$ cat src/hdl/mmu_l1_cfg.svh
// Constants for the first-level descriptor check block.
// Assumes inclusion by bare name from the top module and the testbench.
`ifndef MMU_L1_CFG_SVH
`define MMU_L1_CFG_SVH

// Register offsets
`define MMU_OFS_CTRL     8'h00
`define MMU_OFS_TABLE    8'h04
`define MMU_OFS_DOMAIN   8'h08
`define MMU_OFS_STATUS   8'h0c
`define MMU_OFS_FADDR    8'h10

// Control bits
`define MMU_CTRL_ENABLE  0
`define MMU_CTRL_CACHE   2
`define MMU_CTRL_WBUF    3
`define MMU_CTRL_SYS     8
`define MMU_CTRL_ROM     9
`define MMU_CTRL_MASK    32'h0000030d
`define MMU_CTRL_RST     32'h00000000
`define MMU_TABLE_MASK   32'hffffc000
`define MMU_TABLE_RST    32'h00000000
`define MMU_DOMAIN_RST   32'h00000000

// Descriptor types
`define MMU_TYPE_INVALID 2'h0
`define MMU_TYPE_PAGE    2'h1
`define MMU_TYPE_SECTION 2'h2
`define MMU_TYPE_RSVD    2'h3

// Domain settings
`define MMU_DOM_CLIENT   2'h1
`define MMU_DOM_MANAGER  2'h3

`endif

$ cat src/hdl/mmu_l1_pkg.sv
// Types for the first-level descriptor check block.
// Assumes the constants header sits beside it.
package mmu_l1_pkg;

  // ----------------------------------------
  // Core request and translation result
  // ----------------------------------------
  typedef struct packed {
    logic [31:0] va;
    logic        write;
    logic        user;
  } core_req_s;

  typedef enum logic [2:0] {
    XL_FLAT         = 3'h0,
    XL_SECTION      = 3'h1,
    XL_PAGE_TABLE   = 3'h2,
    XL_FAULT_TRANS  = 3'h3,
    XL_FAULT_DOMAIN = 3'h4,
    XL_FAULT_PERM   = 3'h5
  } xlate_kind_e;

  typedef struct packed {
    logic [31:0] pa;
    xlate_kind_e kind;
    logic [3:0]  domain;
    logic        cacheable;
    logic        bufferable;
    logic [31:0] l2_desc;
  } xlate_res_s;

endpackage : mmu_l1_pkg

$ cat src/hdl/mmu_first_level_descriptor_check.sv
// First-level descriptor fetch, decode and section permission check.
// Assumes a same-clock table-walk memory and a plain register port.
`timescale 1ns/100ps
`include "mmu_l1_cfg.svh"

module mmu_first_level_descriptor_check (
  input  wire logic                   i_core_clk,
  input  wire logic                   i_rst,
  input  wire logic                   i_clk_en,
  // Register port
  input  wire logic [7:0]             i_reg_addr,
  input  wire logic [31:0]            i_reg_wdata,
  input  wire logic                   i_reg_we,
  input  wire logic                   i_reg_re,
  output logic      [31:0]            o_reg_rdata,
  // Core request
  input  wire logic                   i_req_valid,
  input  wire mmu_l1_pkg::core_req_s  i_req,
  output logic                        o_req_ready,
  // Result
  output logic                        o_done,
  output logic                        o_abort,
  output logic                        o_mem_valid,
  output mmu_l1_pkg::xlate_res_s      o_res,
  // Table walk
  output logic                        o_walk_req,
  output logic      [31:0]            o_walk_addr,
  input  wire logic                   i_walk_ack,
  input  wire logic [31:0]            i_walk_data
);

  // ----------------------------------------
  // States
  // ----------------------------------------
  typedef enum logic [3:0] {
    ST_IDLE = 4'h1,
    ST_L1   = 4'h2,
    ST_L2   = 4'h4,
    ST_OUT  = 4'h8
  } walk_state_e;

  walk_state_e            state_q;
  walk_state_e            state_d;

  // ----------------------------------------
  // Registers
  // ----------------------------------------
  logic [31:0]            ctrl_q;
  logic [31:0]            table_q;
  logic [31:0]            domain_q;
  logic [31:0]            faddr_q;
  logic [31:0]            rdata_q;
  mmu_l1_pkg::core_req_s  req_q;
  mmu_l1_pkg::xlate_res_s res_q;
  mmu_l1_pkg::xlate_res_s res_d;
  logic [31:0]            l2_addr_q;

  // ----------------------------------------
  // Functions
  // ----------------------------------------
  function automatic logic [1:0] desc_type(
    input logic [31:0] desc
  );
    desc_type = desc[1:0];
  endfunction : desc_type

  function automatic logic [3:0] desc_domain(
    input logic [31:0] desc
  );
    desc_domain = desc[8:5];
  endfunction : desc_domain

  function automatic logic [1:0] domain_setting(
    input logic [31:0] dac,
    input logic [3:0]  dom
  );
    domain_setting = dac[{dom, 1'b0} +: 2];
  endfunction : domain_setting

  // Permission field check for a section in a client domain
  function automatic logic ap_allows(
    input logic [1:0] ap,
    input logic       sys,
    input logic       rom,
    input logic       user,
    input logic       write
  );
    ap_allows = 1'b0;
    unique case (ap)
      2'h0: begin
        if (sys && rom) begin
          ap_allows = 1'b0;
        end else if (sys) begin
          ap_allows = !user && !write;
        end else if (rom) begin
          ap_allows = !write;
        end else begin
          ap_allows = 1'b0;
        end
      end
      2'h1: begin
        ap_allows = !user;
      end
      2'h2: begin
        ap_allows = !user || !write;
      end
      2'h3: begin
        ap_allows = 1'b1;
      end
    endcase
  endfunction : ap_allows

  // ----------------------------------------
  // Addresses
  // ----------------------------------------
  logic [31:0] l1_addr;
  logic [31:0] l2_addr;

  assign l1_addr = {table_q[31:14], req_q.va[31:20], 2'b00};
  assign l2_addr = {i_walk_data[31:10], req_q.va[19:12], 2'b00};

  // ----------------------------------------
  // Handshake outputs
  // ----------------------------------------
  assign o_req_ready = (state_q == ST_IDLE);
  assign o_walk_req  = (state_q == ST_L1) || (state_q == ST_L2);
  assign o_walk_addr = (state_q == ST_L2) ? l2_addr_q : l1_addr;
  assign o_done      = (state_q == ST_OUT);
  assign o_abort     = o_done
                     && ((res_q.kind == mmu_l1_pkg::XL_FAULT_TRANS)
                     ||  (res_q.kind == mmu_l1_pkg::XL_FAULT_DOMAIN)
                     ||  (res_q.kind == mmu_l1_pkg::XL_FAULT_PERM));
  assign o_mem_valid = o_done
                     && ((res_q.kind == mmu_l1_pkg::XL_FLAT)
                     ||  (res_q.kind == mmu_l1_pkg::XL_SECTION));
  assign o_res       = res_q;
  assign o_reg_rdata = rdata_q;

  // ----------------------------------------
  // Next state
  // ----------------------------------------
  logic [1:0] l1_type;

  assign l1_type = desc_type(i_walk_data);

  always_comb begin
    state_d = state_q;
    unique case (state_q)
      ST_IDLE: begin
        if (i_req_valid) begin
          if (ctrl_q[`MMU_CTRL_ENABLE]) begin
            state_d = ST_L1;
          end else begin
            state_d = ST_OUT;
          end
        end
      end
      ST_L1: begin
        if (i_walk_ack) begin
          if (l1_type == `MMU_TYPE_PAGE) begin
            state_d = ST_L2;
          end else begin
            state_d = ST_OUT;
          end
        end
      end
      ST_L2: begin
        if (i_walk_ack) begin
          state_d = ST_OUT;
        end
      end
      ST_OUT: begin
        state_d = ST_IDLE;
      end
      default: begin
        state_d = ST_IDLE;
      end
    endcase
  end

  always_ff @(posedge i_core_clk or posedge i_rst) begin
    if (i_rst) begin
      state_q <= ST_IDLE;
    end else if (i_clk_en) begin
      state_q <= state_d;
    end
  end

  // ----------------------------------------
  // Request and second-level address capture
  // ----------------------------------------
  always_ff @(posedge i_core_clk or posedge i_rst) begin
    if (i_rst) begin
      req_q <= '0;
    end else if (i_clk_en && (state_q == ST_IDLE) && i_req_valid) begin
      req_q <= i_req;
    end
  end

  always_ff @(posedge i_core_clk or posedge i_rst) begin
    if (i_rst) begin
      l2_addr_q <= 32'h00000000;
    end else if (i_clk_en && (state_q == ST_L1) && i_walk_ack) begin
      l2_addr_q <= l2_addr;
    end
  end

  // ----------------------------------------
  // Descriptor decode and check
  // ----------------------------------------
  logic [3:0] dom;
  logic [1:0] dom_set;
  logic       perm_ok;

  assign dom     = desc_domain(i_walk_data);
  assign dom_set = domain_setting(domain_q, dom);
  assign perm_ok = ap_allows(i_walk_data[11:10],
                             ctrl_q[`MMU_CTRL_SYS],
                             ctrl_q[`MMU_CTRL_ROM],
                             req_q.user,
                             req_q.write);

  always_comb begin
    res_d = res_q;
    unique case (state_q)
      ST_IDLE: begin
        // Translation off passes the address through
        res_d            = '0;
        res_d.pa         = i_req.va;
        res_d.kind       = mmu_l1_pkg::XL_FLAT;
      end
      ST_L1: begin
        res_d.domain     = dom;
        res_d.pa         = 32'h00000000;
        res_d.cacheable  = 1'b0;
        res_d.bufferable = 1'b0;
        unique case (l1_type)
          `MMU_TYPE_INVALID: begin
            res_d.kind = mmu_l1_pkg::XL_FAULT_TRANS;
          end
          `MMU_TYPE_PAGE: begin
            res_d.kind = mmu_l1_pkg::XL_PAGE_TABLE;
          end
          `MMU_TYPE_SECTION: begin
            if (dom_set == `MMU_DOM_MANAGER) begin
              res_d.kind = mmu_l1_pkg::XL_SECTION;
            end else if (dom_set != `MMU_DOM_CLIENT) begin
              res_d.kind = mmu_l1_pkg::XL_FAULT_DOMAIN;
            end else if (perm_ok) begin
              res_d.kind = mmu_l1_pkg::XL_SECTION;
            end else begin
              res_d.kind = mmu_l1_pkg::XL_FAULT_PERM;
            end
            if ((res_d.kind == mmu_l1_pkg::XL_SECTION)) begin
              res_d.pa         = {i_walk_data[31:20], req_q.va[19:0]};
              res_d.cacheable  = i_walk_data[3] && ctrl_q[`MMU_CTRL_CACHE];
              res_d.bufferable = i_walk_data[2] && ctrl_q[`MMU_CTRL_WBUF]
                              && req_q.write;
            end
          end
          `MMU_TYPE_RSVD: begin
            res_d.kind = mmu_l1_pkg::XL_FAULT_TRANS;
          end
        endcase
      end
      ST_L2: begin
        res_d.l2_desc = i_walk_data;
      end
      ST_OUT: begin
        res_d = res_q;
      end
      default: begin
        res_d = res_q;
      end
    endcase
  end

  always_ff @(posedge i_core_clk or posedge i_rst) begin
    if (i_rst) begin
      res_q <= '0;
    end else if (i_clk_en) begin
      if ((state_q == ST_IDLE) && i_req_valid) begin
        res_q <= res_d;
      end else if (((state_q == ST_L1) || (state_q == ST_L2)) && i_walk_ack) begin
        res_q <= res_d;
      end
    end
  end

  // ----------------------------------------
  // Fault address capture
  // ----------------------------------------
  always_ff @(posedge i_core_clk or posedge i_rst) begin
    if (i_rst) begin
      faddr_q <= 32'h00000000;
    end else if (i_clk_en && o_abort) begin
      faddr_q <= req_q.va;
    end
  end

  // ----------------------------------------
  // Register writes
  // ----------------------------------------
  always_ff @(posedge i_core_clk or posedge i_rst) begin
    if (i_rst) begin
      ctrl_q <= `MMU_CTRL_RST;
    end else if (i_clk_en && i_reg_we && (i_reg_addr == `MMU_OFS_CTRL)) begin
      ctrl_q <= i_reg_wdata & `MMU_CTRL_MASK;
    end
  end

  always_ff @(posedge i_core_clk or posedge i_rst) begin
    if (i_rst) begin
      table_q <= `MMU_TABLE_RST;
    end else if (i_clk_en && i_reg_we && (i_reg_addr == `MMU_OFS_TABLE)) begin
      table_q <= i_reg_wdata & `MMU_TABLE_MASK;
    end
  end

  always_ff @(posedge i_core_clk or posedge i_rst) begin
    if (i_rst) begin
      domain_q <= `MMU_DOMAIN_RST;
    end else if (i_clk_en && i_reg_we && (i_reg_addr == `MMU_OFS_DOMAIN)) begin
      domain_q <= i_reg_wdata;
    end
  end

  // ----------------------------------------
  // Register reads
  // ----------------------------------------
  logic [31:0] status_word;

  assign status_word = {20'h00000, state_q, res_q.domain,
                        1'b0, res_q.kind};

  always_ff @(posedge i_core_clk or posedge i_rst) begin
    if (i_rst) begin
      rdata_q <= 32'h00000000;
    end else if (i_clk_en) begin
      if (i_reg_re) begin
        unique case (i_reg_addr)
          `MMU_OFS_CTRL: begin
            rdata_q <= ctrl_q;
          end
          `MMU_OFS_TABLE: begin
            rdata_q <= table_q;
          end
          `MMU_OFS_DOMAIN: begin
            rdata_q <= domain_q;
          end
          `MMU_OFS_STATUS: begin
            rdata_q <= status_word;
          end
          `MMU_OFS_FADDR: begin
            rdata_q <= faddr_q;
          end
          default: begin
            rdata_q <= 32'h00000000;
          end
        endcase
      end else begin
        rdata_q <= 32'h00000000;
      end
    end
  end

endmodule : mmu_first_level_descriptor_check

$ cat config.mk
export PLATFORM = sky130hd
export DESIGN_NAME = mmu_first_level_descriptor_check
export DESIGN_NICKNAME = d
export VERILOG_FILES = /design/src/hdl/mmu_l1_pkg.sv /design/src/hdl/mmu_first_level_descriptor_check.sv
export VERILOG_INCLUDE_DIRS = /design/src /design/src/hdl
export SDC_FILE = /design/constraint.sdc
export NUM_CORES = 1
export LEC_CHECK = 0
export ABC_AREA = 1
export BUFFER_PORTS_ARGS = -buffer_cell sky130_fd_sc_hd__buf_2
export CAP_MARGIN = 5
export CORE_UTILIZATION = 57
export CTS_BUF_LIST = sky130_fd_sc_hd__clkbuf_8
export CTS_CLUSTER_DIAMETER = 60
export DETAILED_ROUTE_END_ITERATION = 16
export PLACE_DENSITY = 0.83
export SLEW_MARGIN = 20
export SYNTH_ARGS = -nofsm -noshare
export SYNTH_HDL_FRONTEND = slang
export SYNTH_SLANG_ARGS = --single-unit
$ cat constraint.sdc
create_clock -name i_core_clk -period 11 [get_ports i_core_clk]
set_input_delay 1.65 -clock i_core_clk [delete_from_list [all_inputs] [get_ports i_core_clk]]
set_output_delay 1.65 -clock i_core_clk [all_outputs]
set_load 0.01 [all_outputs]
# Word-level counts from Yosys, hierarchy flattened
# Index checks and enable logic that the tools add are counted.
# op_classes
eq_ne	24
shifts	1
n_mux	27
n_reduce_logical	33
# op_table
operator	n
32-bit case mux with 5 select lines	1
73-bit 2-to-1 mux	2
32-bit 2-to-1 mux	4
41-bit case mux with 2 select lines	1
32-bit case mux with 2 select lines	1
32-bit by 6-bit variable part select with 2-bit output	1
4-bit 2-to-1 mux	5
1-bit logical AND	18
8-bit by 4-bit equality test with 1-bit output, second input constant	2
3-bit 2-to-1 mux	5
4-bit case mux with 3 select lines	1
2-bit equality test, second input constant	5
3-bit case mux with 3 select lines	1
8-bit by 3-bit equality test with 1-bit output, second input constant	1
8-bit by 5-bit equality test with 1-bit output, second input constant	1
8-bit zero test	1
3-bit by 1-bit equality test with 1-bit output, second input constant	2
3-bit equality test, second input constant	2
2-bit inequality test, second input constant	3
1-bit logical OR	5
2-bit by 1-bit equality test with 1-bit output, second input constant	2
4-bit by 1-bit equality test with 1-bit output, second input constant	1
4-bit by 2-bit equality test with 1-bit output, second input constant	1
4-bit by 3-bit equality test with 1-bit output, second input constant	1
13 further kinds	18
# word_totals
regBits	260
in_bits	113
output_inout_bits	142
word_cells	101

# Logic depth before layout (Yosys ltp)
# depth
depth_word	16
ltp_mapped	11

# Worst setup path before layout
# Ideal clock, no wire load.
# synth_path
path_type	input port to flip-flop
startpoint	input i_reg_addr[4]
endpoint	register table_q[16]
arrival_ns	2.829
t_required_ns	10.883
setup_slack_ns	8.054
cell_stages	8
n_path_buf	2
cell_sequence	buf_2 nor2_4 inv_2 nor4_4 nand2_4 buf_6 nand2_2 o21ai_2
# synth_via
elab_chain_len	2
# synth_rtl
item	line	text
start: declaration	mmu_first_level_descriptor_check.sv:11	input wire logic [7:0] i_reg_addr,
8-bit by 3-bit equality test with 1-bit output	n/a	
1-bit logical AND	mmu_first_level_descriptor_check.sv:315	end else if (i_clk_en && i_reg_we && (i_reg_addr == `MMU_OFS_TABLE)) begin
end signal: assignment	mmu_first_level_descriptor_check.sv:314	table_q <= `MMU_TABLE_RST;
end signal: assignment	mmu_first_level_descriptor_check.sv:316	table_q <= i_reg_wdata & `MMU_TABLE_MASK;
end: declaration	mmu_first_level_descriptor_check.sv:49	logic [31:0] table_q;
# Every way passes these cells.
# A chain may end at the register's enable or synchronous reset.

# Worst setup path in the final report
# layout_path
startpoint	register state_q[0]
endpoint	output o_walk_addr[14]
# layout_via
elab_chain_len	2
# layout_rtl
item	line	text
start: declaration	mmu_first_level_descriptor_check.sv:42	walk_state_e state_q;
start signal: assignment	mmu_first_level_descriptor_check.sv:185	state_q <= state_d;
4-bit by 3-bit equality test with 1-bit output	mmu_first_level_descriptor_check.sv:127	assign o_walk_addr = (state_q == ST_L2) ? l2_addr_q : l1_addr;
32-bit 2-to-1 mux	mmu_first_level_descriptor_check.sv:127	
end: declaration	mmu_first_level_descriptor_check.sv:27	output logic [31:0] o_walk_addr,
# Every way passes these cells.

==> run_results.csv <==
group,metric,value,unit
die,die-area,21530,sq um
place,hpwl,24.28,mm
pwr,p_leak,7.399,nW
final_layout,fin_cells,1910,
worst_setup_path,path_max_fanout,60,
timing,hold_viol_final,0,
final_layout,syn_to_final_growth,17.41,%
outcome,run_status,"complete, no violations",
worst_setup_path,reg2regPathDepth,9,
worst_setup_path,r2r_setup_slack,7.60,ns
worst_setup_path,r2r_start,"state_q[2]$_DFFE_PP0P_",
final_layout,num-fill-cells,1635,
worst_setup_path,end_kind,"output port",
worst_setup_path,cp.required,9.35,ns
route,drtIter0Drc,1171,
clocking,cts_resized,0,
clocking,cts_inserted_buffers,42,
die,rows,52,
timing,slew_viol_final,0,
clocking,clockRootBuffer,"clkbuf_8",
worst_hold_path,min-delay-path-class,"reg -> reg",
clocking,clk_pin_slew,0.06,ns
worst_setup_path,crit_start,"state_q[0]$_DFFE_PP1P_",
timing,worstMarginPinSlew,1.134,ns
route,antenna_left,0,
clocking,htree_num_levels,2,
timing,rsz0062_at_grt,"false",
route,vias,10720,
global_routing,grt_pass1_wl,54.64,mm
global_routing,grt_pass1_vias,10130,
timing,skew,0.01301,ns
pwr,power,2.630,mW
clocking,cts_sinks,260,
synthesis,synth_ff_type,"dfrtp_1",
synthesis,seq_area_frac_synth,0.5451,
clocking,cts_tree,"built",
timing,clock.fmax,0.2469,GHz
worst_hold_path,hold-path-cell-count,2,
global_routing,gr-usage-all-layers,0.3276,
synthesis,synth_cell_types,40,
final_layout,drive_gt1_frac,0.2375,
global_routing,overflow,0,
synthesis,synthArstFlopShare,1.000,
timing,post-route-period-util,0.3682,
global_routing,antenna_found_initial,3,
route,dr.pass1.iters,5,
place,place_inst,1836,
worst_setup_path,path_class,"reg -> out",
clocking,clock_latency,0.55,ns
final_layout,final_cell_mix,"nand2_1 (351), dfrtp_1 (259), buf_2 (252)",
timing,period_needed,4.050,ns
pwr,power_density,187.7,nW/um^2
route,drc,0,
worst_setup_path,crit_end,"o_walk_addr[14]",
clocking,cts_hold_buf,0,
synthesis,synth_edf_count,0,
timing,max_slew_margin,0.2385,
die,initial_core_util,0.5862,
die,dieWidth,146.7,um
synthesis,ys_seq_elements,260,
synthesis,syn_inst,1384,
synthesis,yosysWarnings,0,
die,die_h,146.7,um
clocking,post-cts-setup-buffers,0,
timing,finalSetupTns,0,ns
pwr,peakVddDrop,0.1232,mV
flow_run,maxCapViolCount,0,
final_layout,fin_util,0.6883,
route,wl_per_cell,18.17,um
worst_setup_path,r2r-end,"o_res[35]$_DFFE_PP0P_",
die,pin_count,255,
synthesis,synth_area,11940,sq um
synthesis,synth.avg_cell_area,8.626,sq um
clocking,clockBufferDepth,3,
final_layout,final_common_cell,"nand2_1",
place,port-buffer-count,252,
final_layout,nets,1726,
die,design.core.area,20360,sq um
route,vias_per_cell,5.615,
timing,hold_ws,0.4797,ns
route,finalWirelength,34.70,mm
worst_setup_path,arrival,2.40,ns
worst_setup_path,critical_path.startpoint_type,"register",
place,globalplace.congestion,0.8880,
global_routing,grt_max_degree,128,
timing,finalSetupViolCount,0,
per-layer routing:
| metal | GRT usage | up-vias | wire length [um] |
|---|---|---|---|
| li1 | - | 4933 | - |
| met1 | 0.4837 | 5141 | 14980 |
| met2 | 0.4737 | 564 | 15090 |
| met3 | 0.07329 | 84 | 3452 |
| met4 | 0.1234 | 2 | 1167 |
| met5 | 0 | - | 10 |
worst min path at each step:
stage / startpoint / end / slack, ns
after CTS: o_reg_rdata[0]$_DFFE_PP0P_ / o_reg_rdata[0]$_DFFE_PP0P_ / 0.48
final: o_reg_rdata[4]$_DFFE_PP0P_ / o_reg_rdata[4]$_DFFE_PP0P_ / 0.48
after global routing: o_reg_rdata[4]$_DFFE_PP0P_ / o_reg_rdata[4]$_DFFE_PP0P_ / 0.49
after detailed placement: o_reg_rdata[9]$_DFFE_PP0P_ / o_reg_rdata[9]$_DFFE_PP0P_ / 0.46
after global placement: o_reg_rdata[28]$_DFFE_PP0P_ / o_reg_rdata[28]$_DFFE_PP0P_ / 0.46
after floorplan: req_q[0]$_DFFE_PP0P_ / req_q[0]$_DFFE_PP0P_ / 0.44
Yosys cell counts, drive strengths merged (2+ instances only):
library cell / number / share of area
nor2: 37 / 0.014
nand3: 84 / 0.036
o211ai: 14 / 0.0088
nand4: 30 / 0.017
nand2: 370 / 0.12
buf: 46 / 0.026
ha: 3 / 0.0031
inv: 198 / 0.062
nor3: 3 / 0.0022
o22ai: 9 / 0.0047
o221ai: 26 / 0.019
a21oi: 34 / 0.014
mux2: 14 / 0.013
o21ai: 214 / 0.095
a22o: 2 / 0.0015
clkbuf: 34 / 0.011
dfrtp: 259 / 0.54
report_power, final:
group | total (mW) | switching, mW | internal [mW] | leakage, nW
combinational | 0.535 | 0.348 | 0.187 | 3.58
sequential | 1.25 | 0.121 | 1.13 | 3.34
clock | 0.843 | 0.385 | 0.458 | 0.481
critical path: stages, from the launching register on:
cell	delay, ns
dfstp_2	0.57
nor2_4	0.06
nand3_2	0.09
buf_4	0.48
nand2_1	0.25
o21ai_0	0.19
buf_2	0.20
layout make-up:
class / count / area [sq um] / area share
Antenna cell: 2 / 5.005 / 0.0003571
Tap cell: 270 / 337.8 / 0.02410
Clock inverter: 22 / 146.4 / 0.01044
Timing Repair Buffer: 261 / 1329 / 0.09480
Sequential cell: 260 / 6507 / 0.4643
Clock buffer: 50 / 688.2 / 0.04910
Inverter: 199 / 757.0 / 0.05401
Multi-Input combinational cell: 846 / 4245 / 0.3029
kinds of logic after synthesis:
kind of cell | share of synthesized area
and+or+nand+nor | 0.1917
AOI/OAI and AO/OA | 0.1465
buffers and inverters | 0.09999
DFF | 0.5451
muxes | 0.01321
adders and majority gates | 0.003145
other | 0.0003141
per-stage QoR:
stage                     setup WS, ns  cell area (sq um)
after floorplan                  2.197              11940
after global placement           6.746              13180
after detailed placement         6.606              13180
after CTS                        6.987              14010
after global routing             6.840              14010
final                            6.950              14020
state kept, by name (all words and copies together) (netlist names):
name	flops
req_q	14
l1_addr	12
ctrl_q	5
l2_addr	8
l2_addr_q	30
table_q	18
faddr_q	32
domain_q	32
state_q	4
o_res	73
o_reg_rdata	32
Note: power is estimated with default switching activity, not from simulation.
